--- config.mk ---
export PLATFORM = sky130hd
export DESIGN_NAME = cbid_core
export DESIGN_NICKNAME = d
export VERILOG_FILES = /design/src/cbid_pkg.sv /design/src/cbid_regfile.sv /design/src/cbid_core.sv
export VERILOG_INCLUDE_DIRS = /design/src
export SDC_FILE = /design/constraint.sdc
export NUM_CORES = 1
export LEC_CHECK = 0
export BUFFER_PORTS_ARGS = -buffer_cell sky130_fd_sc_hd__buf_2
export CORE_MARGIN = 2
export CORE_UTILIZATION = 50
export DETAILED_ROUTE_END_ITERATION = 8
export PLACE_DENSITY = 0.72
export SLEW_MARGIN = 15
export SYNTH_ARGS = -nofsm -noshare
export SYNTH_HDL_FRONTEND = slang
export SYNTH_SLANG_ARGS = --single-unit
export TNS_END_PERCENT = 100
--- constraint.sdc ---
create_clock -name clk -period 21.5 [get_ports clk]
set_input_delay 5.375 -clock clk [delete_from_list [all_inputs] [get_ports clk]]
set_output_delay 5.375 -clock clk [all_outputs]
set_load 0.02 [all_outputs]
--- src/cbid_regs.svh ---
/*
 Field positions, opcode patterns, reset values and fixed constants of the
 decrement-skip, branch and increment execute block.
 Assumes it is included by bare name from the package and the core.
*/
`ifndef CBID_REGS_SVH
`define CBID_REGS_SVH

`define CBID_INSTR_HI 13
`define CBID_OP6_LO 8
`define CBID_OP3_LO 11
`define CBID_DEST_BIT 7
`define CBID_FADDR_HI 6
`define CBID_K_HI 10
`define CBID_PC_HI 12
`define CBID_PC_UP_LO 11
`define CBID_LATCH_HI 4
`define CBID_LATCH_LO 3
`define CBID_OPC_DEC 6'h0b
`define CBID_OPC_INC 6'h0a
`define CBID_OPC_BR 3'h5
`define CBID_DEST_FILE 1'h1
`define CBID_PC_RST 13'h0000
`define CBID_PC_STEP 13'h0001
`define CBID_BYTE_ONE 8'h01
`define CBID_BYTE_ZERO 8'h00
`define CBID_W_RST 8'h00
`define CBID_INSTR_RST 14'h0000
`define CBID_FADDR_RST 7'h00

`endif

--- src/cbid_pkg.sv ---
/*
 Types shared by the execute core: decoded operation and the core state record.
 Assumes cbid_regs.svh is on the include path.
*/
`include "cbid_regs.svh"

package cbid_pkg;
	typedef enum logic [1:0] {
		cbid_op_none,
		cbid_op_dec_skip,
		cbid_op_inc,
		cbid_op_branch
	} cbid_op_t;

	typedef struct packed {
		logic [13:0] instr_a;
		logic valid_a;
		logic [12:0] pc;
		logic [7:0] w;
		logic zero;
		logic wb_valid;
		logic wb_to_file;
		logic [6:0] wb_addr;
		logic [7:0] wb_data;
		logic discard;
	} cbid_state_t;

	function automatic cbid_op_t cbid_decode(input logic [13:0] instr);
		cbid_op_t op;
		op = cbid_op_none;
		if (instr[`CBID_INSTR_HI:`CBID_OP6_LO] == `CBID_OPC_DEC) begin
			op = cbid_op_dec_skip;
		end else if (instr[`CBID_INSTR_HI:`CBID_OP6_LO] == `CBID_OPC_INC) begin
			op = cbid_op_inc;
		end else if (instr[`CBID_INSTR_HI:`CBID_OP3_LO] == `CBID_OPC_BR) begin
			op = cbid_op_branch;
		end
		return op;
	endfunction
endpackage

--- src/cbid_regfile.sv ---
/*
 File register store, 128 bytes, one write port and one read port.
 Assumes one clock; read data are registered and show the old byte when
 the same address is written in the same cycle.
*/
`timescale 1ns/1ps

module cbid_regfile (
	input wire logic clk,
	input wire logic wr_en,
	input wire logic [6:0] wr_addr,
	input wire logic [7:0] wr_data,
	input wire logic [6:0] rd_addr,
	output logic [7:0] rd_data
);
	logic [7:0] mem [0:127];

	// No reset: contents are defined by software initialisation
	always_ff @(posedge clk) begin
		if (wr_en) begin
			mem[wr_addr] <= wr_data;
		end
		rd_data <= mem[rd_addr];
	end
endmodule

--- src/cbid_core.sv ---
/*
 Execute core for decrement-skip, unconditional branch and increment.
 Assumes instr_in is the fetched word offered each cycle on clk, and
 upc_latch holds the upper program counter latch, both from the same clock.
*/
// Functional notes
// - Pattern 00 1011 d fffffff writes file byte minus one to the destination, flags untouched.
// - A zero decrement result discards the instruction fetched behind it as a no-operation.
// - Destination bit 0 writes the accumulator, 1 writes the addressed file register.
// - Pattern 10 1 kkkkkkkkkkk loads the immediate into program counter bits 10 to 0.
// - The branch fills counter bits 12 and 11 from latch bits 4 and 3 and changes no flag.
// - A branch takes two cycles, the second discarding the instruction fetched behind it.
// - Pattern 00 1010 d fffffff writes file byte plus one to the destination and updates zero.
`timescale 1ns/1ps
`include "cbid_regs.svh"

module cbid_core (
	input wire logic clk,
	input wire logic reset,
	input wire logic [13:0] instr_in,
	input wire logic [7:0] upc_latch,
	input wire logic init_wr_en,
	input wire logic [6:0] init_wr_addr,
	input wire logic [7:0] init_wr_data,
	output logic [12:0] pc_out,
	output logic [7:0] w_out,
	output logic zero_flag,
	output logic wb_valid,
	output logic wb_to_file,
	output logic [6:0] wb_addr,
	output logic [7:0] wb_data,
	output logic discard
);
	cbid_pkg::cbid_state_t state_reg;
	cbid_pkg::cbid_state_t state_next;
	cbid_pkg::cbid_op_t exec_op;
	logic [7:0] file_rd_data;
	logic [7:0] operand;
	logic [7:0] result;
	logic mem_wr_en;
	logic [6:0] mem_wr_addr;
	logic [7:0] mem_wr_data;

	assign exec_op = state_reg.valid_a ? cbid_pkg::cbid_decode(state_reg.instr_a)
		: cbid_pkg::cbid_op_none;

	// Forward the byte written last cycle, the store still reads the old one
	assign operand = (state_reg.wb_valid && state_reg.wb_to_file
		&& state_reg.wb_addr == state_reg.instr_a[`CBID_FADDR_HI:0])
		? state_reg.wb_data : file_rd_data;

	always_comb begin
		state_next = state_reg;
		result = `CBID_BYTE_ZERO;
		state_next.instr_a = instr_in;
		state_next.valid_a = 1'b1;
		state_next.pc = state_reg.pc + `CBID_PC_STEP;
		state_next.wb_valid = 1'b0;
		state_next.discard = 1'b0;
		unique case (exec_op)
			cbid_pkg::cbid_op_dec_skip: begin
				result = operand - `CBID_BYTE_ONE;
				if (result == `CBID_BYTE_ZERO) begin
					state_next.valid_a = 1'b0;
					state_next.discard = 1'b1;
				end
			end
			cbid_pkg::cbid_op_inc: begin
				result = operand + `CBID_BYTE_ONE;
				state_next.zero = (result == `CBID_BYTE_ZERO);
			end
			cbid_pkg::cbid_op_branch: begin
				state_next.pc[`CBID_K_HI:0] = state_reg.instr_a[`CBID_K_HI:0];
				state_next.pc[`CBID_PC_HI:`CBID_PC_UP_LO] =
					upc_latch[`CBID_LATCH_HI:`CBID_LATCH_LO];
				state_next.valid_a = 1'b0;
				state_next.discard = 1'b1;
			end
			cbid_pkg::cbid_op_none: begin
			end
		endcase
		if (exec_op == cbid_pkg::cbid_op_dec_skip || exec_op == cbid_pkg::cbid_op_inc) begin
			state_next.wb_valid = 1'b1;
			state_next.wb_to_file = state_reg.instr_a[`CBID_DEST_BIT];
			state_next.wb_addr = state_reg.instr_a[`CBID_FADDR_HI:0];
			state_next.wb_data = result;
			if (state_reg.instr_a[`CBID_DEST_BIT] != `CBID_DEST_FILE) begin
				state_next.w = result;
			end
		end
	end

	always_ff @(posedge clk or posedge reset) begin
		if (reset) begin
			state_reg.instr_a <= `CBID_INSTR_RST;
			state_reg.valid_a <= 1'b0;
			state_reg.pc <= `CBID_PC_RST;
			state_reg.w <= `CBID_W_RST;
			state_reg.zero <= 1'b0;
			state_reg.wb_valid <= 1'b0;
			state_reg.wb_to_file <= 1'b0;
			state_reg.wb_addr <= `CBID_FADDR_RST;
			state_reg.wb_data <= `CBID_BYTE_ZERO;
			state_reg.discard <= 1'b0;
		end else begin
			state_reg <= state_next;
		end
	end

	// Core write-back wins over initialisation writes in the same cycle
	assign mem_wr_en = (state_next.wb_valid && state_next.wb_to_file) || init_wr_en;
	assign mem_wr_addr = (state_next.wb_valid && state_next.wb_to_file)
		? state_next.wb_addr : init_wr_addr;
	assign mem_wr_data = (state_next.wb_valid && state_next.wb_to_file)
		? state_next.wb_data : init_wr_data;

	cbid_regfile u_regfile (
		.clk(clk),
		.wr_en(mem_wr_en),
		.wr_addr(mem_wr_addr),
		.wr_data(mem_wr_data),
		.rd_addr(instr_in[`CBID_FADDR_HI:0]),
		.rd_data(file_rd_data)
	);

	assign pc_out = state_reg.pc;
	assign w_out = state_reg.w;
	assign zero_flag = state_reg.zero;
	assign wb_valid = state_reg.wb_valid;
	assign wb_to_file = state_reg.wb_to_file;
	assign wb_addr = state_reg.wb_addr;
	assign wb_data = state_reg.wb_data;
	assign discard = state_reg.discard;

	logic exec_dec;
	logic exec_inc;
	logic exec_br;
	assign exec_dec = (exec_op == cbid_pkg::cbid_op_dec_skip);
	assign exec_inc = (exec_op == cbid_pkg::cbid_op_inc);
	assign exec_br = (exec_op == cbid_pkg::cbid_op_branch);
endmodule

# [Word level (Yosys, flattened, before mapping)]
# Memory sizes are Yosys's and may differ from the RTL's. A register that Yosys moved wholly into a read port is not among the register bits.
# Cells that the tools add are included.
[word_totals] register_bits=55 ram_bits=1024 out_inout_bits=40 word_cells=46 mem_count=1
[mem_list] name="u_regfile.mem" depth=128 width=8 read_ports=1 rd_clocked_by_memory_dff=1 wr=1 line_no="cbid_regfile.sv:16" rtl="logic [7:0] mem [0:127];"
[classes] add_sub_neg=3 eq_ne=7 n_mux=16 bitwise=1 reduce_logical=8
[op_table] operator="2-to-1 mux 17 bit" count=1
[op_table] operator="logical NOT 8 bit" count=2
[op_table] operator="2-to-1 mux 8 bit" count=2
[op_table] operator="case mux 8 bit (2 select lines)" count=1
[op_table] operator="adder 13 x 1 -> 13 bit, second input constant" count=1
[op_table] operator="2-to-1 mux 13 bit" count=1
[op_table] operator="equality test 6 x 4 -> 1 bit, second input constant" count=2
[op_table] operator="adder 8 x 1 -> 8 bit, second input constant" count=1
[op_table] operator="2-to-1 mux 2 bit" count=4
[op_table] operator="subtractor 8 x 1 -> 8 bit, second input constant" count=1
[op_table] operator="equality test 7 bit" count=1
[op_table] operator="2-to-1 mux 7 bit" count=1
[op_table] operator="equality test 2 bit, second input constant" count=2
[op_table] operator="2-to-1 mux 1 bit" count=4
[op_table] operator="case mux 1 bit (2 select lines)" count=2
[op_table] operator="equality test 3 bit, second input constant" count=1
[op_table] operator="logical AND 1 bit" count=3
[op_table] operator="equality test 2 x 1 -> 1 bit, second input constant" count=1
[op_table] operator="logical OR 1 bit" count=2
[op_table] operator="AND reduction 2 bit" count=1
[op_table] operator="NOT 1 bit" count=1

# [Longest topological paths before layout]
[logic_depth] ltp_word=12 ltp_mapped=14 mapped_depth_nobuf=12

# [Hierarchy]
# Synthesis repeated with hierarchy kept, for this count alone.
[unflattened] hier_cells=2046 area_unflattened_um2=43181.4
[modules_own_cells] module="cbid_regfile" instances=1 cells_per_inst=1635 area_each_um2=39665.5
[modules_own_cells] module="cbid_core" instances=1 cells_per_inst=411 area_each_um2=3515.9

# [Worst setup path after synthesis]
# Ideal clock, no wire load.
[synth_path] path_kind="in2reg" start="in init_wr_data[0]" end="mem u_regfile.mem[0][0] (data pin)" setup_ns=1.198 arrival_ns=7.812 required_ns=20.302 setup_slack_ns=12.491 path_stages=2 n_path_buf=0 path_cell_list="nand2_1 -> o21ai_0"
[synth_between] elab_chain_cells=1
[synth_lines] element="start, declared" line_no="cbid_core.sv:24" rtl="input wire logic [7:0] init_wr_data,"
[synth_lines] element="2-to-1 mux 8 bit" line_no="cbid_core.sv:115" rtl="? state_next.wb_data : init_wr_data;"
[synth_lines] element="via mem_wr_data[0]" line_no="cbid_core.sv:42" rtl="logic [7:0] mem_wr_data;"
[synth_lines] element="end, declared" line_no="cbid_regfile.sv:16"
# The timed path passes the listed nets, and every way through them passes these cells.

==> out/qor.csv <==
metric,value,unit
status,"complete, no violations",
clock_path_buffers,3,
gp_congestion,0.828,
endpoint_kind,flip-flop,
ff2ff_path_depth,14,
cp-start-kind,primary input,
ys.flop_type,edfxtp_1,
syn_avg_cell_area,19.5,µm²
post_cts_buffers,0,
fp.dieH,296,µm
synth-async-reset-ratio,0.0506,
synth_edf_count,1024,
ys_seq_area_frac,0.756,
p_comb_frac,0.068,
path_cells,"buf_8, buf_4, buf_4, mux4_2, o22ai_1, or3_1, nor3_1, or4_1",
final_layout_size_suffix_gt1_frac,0.248,
die_w,296,µm
clk_pin_slew,0.06,ns
post-route-period-util,0.416,
drt-initial-drc-count,2475,
cts_sinks,1087,
cts_resized,0,
netSwitchingFraction,0.224,
r2r-start,state_reg[46],
crit_path_max_incr_delay,0.84,ns
worst_pin_slew,1.18,ns
synth.distinct_cells,53,
portBuffers,73,
fin_tns_setup,0,ns
start_util,0.503,
antenna_found_initial,0,
yosysTopAreaCell,edfxtp_1,
finalPower,4.47,mW
r2r_end,u_regfile.mem[41][6],
critPathMaxFanout,64,
leakagePower,15.0,nW
crit_path_start,instr_in[0],
crit_type,primary input to flip-flop,
cts-root-buf,clkbuf_16,
drtAntennaViolNets,0,
worst_path_most_repeated_cell,buf_4,
arrival,9.46,ns
final_max_slew_viol_count,0,
cts_hold_buf,0,
clockPowerShare,0.398,
cts_tree,built,
crit_end,u_regfile.rd_data[4],
grt_pass1_wl,137,mm
clock_skew,0.0299,ns
fin_hold_ws,0.501,ns
layout.nets,2278,
syn_inst,2185,
die_area,0.0878,mm²
largest_register_ffs,1024,
power.switching,0.998,mW
r2r_slack,16.11,ns
rsz0062_at_grt,false,
finalCriticalPeriod,8.95,ns
track_usage,0.215,
synth_area,0.0427,mm²
io_pins,80,
ys_ff_latch,1087,
power_density,93.9,mW/mm²
max_slew_margin,0.207,
vias,21258,
ir_drop,0.0649,mV
first_pass_iters,5,
synth_top_cell_area_share,0.720,
cp_data_required_time,22.01,ns
drc,0,
syn_nets,2229,
synthTopCellsByArea,"edfxtp_1 72%, mux4_2 14%, dfrtp_1 3.2%",
max_freq,112,MHz
syn_to_final_growth,11.3,%
grt-ovfl-total,0,
yosysWarnings,0,
hold_class,flip-flop to flip-flop,
crit_slowest_cell,buf_4,
fillers,6182,
cts_inserted_buffers,103,
drv_cap,0,
hold_violations,0,
grt_max_degree,97,
core,0.0849,mm²
p_seq_frac,0.534,
routed_wl,93.6,mm
rows,107,
post-dp-hpwl,56.0,mm
clkLatencyLatePin,0.67,ns
avgViaCountPerCell,6.14,
htreeDepth,3,
wl_per_cell,27.0,µm
num_antenna_cells,0,
intPower,3.47,mW
setup_viol,0,
grt_pass1_vias,21395,
==> stage by stage <==
step,setup slack [ns],util,instance area [µm²],std cells
finish,12.55,0.560,47500,3462
CTS,12.39,0.558,47400,3460
global placement,11.68,0.519,44000,3271
floorplan,12.49,-,42700,2185
global route,12.14,0.560,47500,3462
detailed placement,11.65,0.519,44100,3271
==> power groups by stage <==
stage | Clock [mW] | Sequential, mW | Combinational, mW
5_1_grt | 1.88 | 2.39 | 0.326
6_report | 1.78 | 2.39 | 0.303
2_1_floorplan | 0 | 2.42 | 0.234
3_3_place_gp | 0 | 2.43 | 0.294
3_5_place_dp | 0 | 2.43 | 0.300
4_1_cts | 1.80 | 2.38 | 0.301
==> kinds of logic (layout without fill, tap and decap cells) <==
kind of cell	count (synthesis)	after routing	share of synthesized area
flops	1087	1087	0.756
simple gates	404	404	0.0456
mux	276	276	0.140
compound gates	193	193	0.0271
buf+inv	183	316	0.0224
xor+xnor	38	38	0.00779
fa+ha+maj	4	4	0.00117
==> critical path, delay by kind of cell <==
kind | cells | cell delay (ns)
simple gates | 3 | 0.92
mux | 1 | 0.61
buf+inv | 3 | 2.12
compound gates | 1 | 0.36
==> cell type report <==
class	count	area, µm²	share of cell area
Timing Repair Buffer	114	733	0.0154
Inverter	13	50.0	0.00105
Clock buffer	129	2680	0.0563
Clock inverter	60	646	0.0136
Tap cell	1144	1430	0.0301
Multi-Input combinational cell	915	9720	0.204
Sequential cell	1087	32300	0.679
==> how the worst min path moves through the flow <==
stage | to | startpoint | cells after the start
floorplan | pc_out[0] | pc_out[0] | 1
global route | pc_out[0] | pc_out[0] | 1
global placement | wb_to_file | wb_to_file | 2
CTS | pc_out[0] | pc_out[0] | 1
detailed placement | pc_out[0] | pc_out[0] | 1
finish | pc_out[0] | pc_out[0] | 1
==> per-layer routing <==
layer	track usage	wire (µm)	vias to the layer above
met2	0.345	46200	1024
li1	-	-	8966
met3	0.0411	7900	126
met4	0.0755	2490	0
met1	0.297	37000	11142
met5	0	0	-
==> Yosys cell counts (13+ instances only) <==
master / instances
edfxtp_1: 1024
mux4_2: 257
nor2_1: 168
o22ai_1: 97
clkbuf_1: 75
nor3_1: 68
dfrtp_1: 55
o21ai_0: 53
nand2_1: 41
buf_4: 39
or3_1: 33
buf_2: 27
xor2_1: 25
or2_2: 20
a21oi_1: 18
buf_1: 18
nand3_1: 18
inv_1: 13
xnor2_1: 13
==> layout by cell type, fill, tap and decap left out, types with 8 or more instances in the layout <==
| cell type | count |
|---|---|
| buf_4 | 39 |
| dfxtp_1 | 8 |
| or4_1 | 10 |
| o21ai_0 | 47 |
| mux2i_1 | 12 |
| bufinv_16 | 10 |
| clkbuf_1 | 26 |
| nor2_1 | 167 |
| clkbuf_16 | 103 |
| inv_1 | 12 |
| nand2_1 | 40 |
| dfrtp_1 | 55 |
| buf_2 | 71 |
| mux4_2 | 257 |
| clkinv_1 | 26 |
| a31oi_1 | 8 |
| or2_2 | 20 |
| clkinv_2 | 12 |
| edfxtp_1 | 1024 |
| xnor2_1 | 13 |
| nor3_1 | 47 |
| nand3_1 | 18 |
| xor2_1 | 25 |
| nor3_2 | 21 |
| o22ai_1 | 97 |
| or3_1 | 32 |
| a21oi_1 | 18 |
Note: power is estimated with default switching activity, not from simulation.
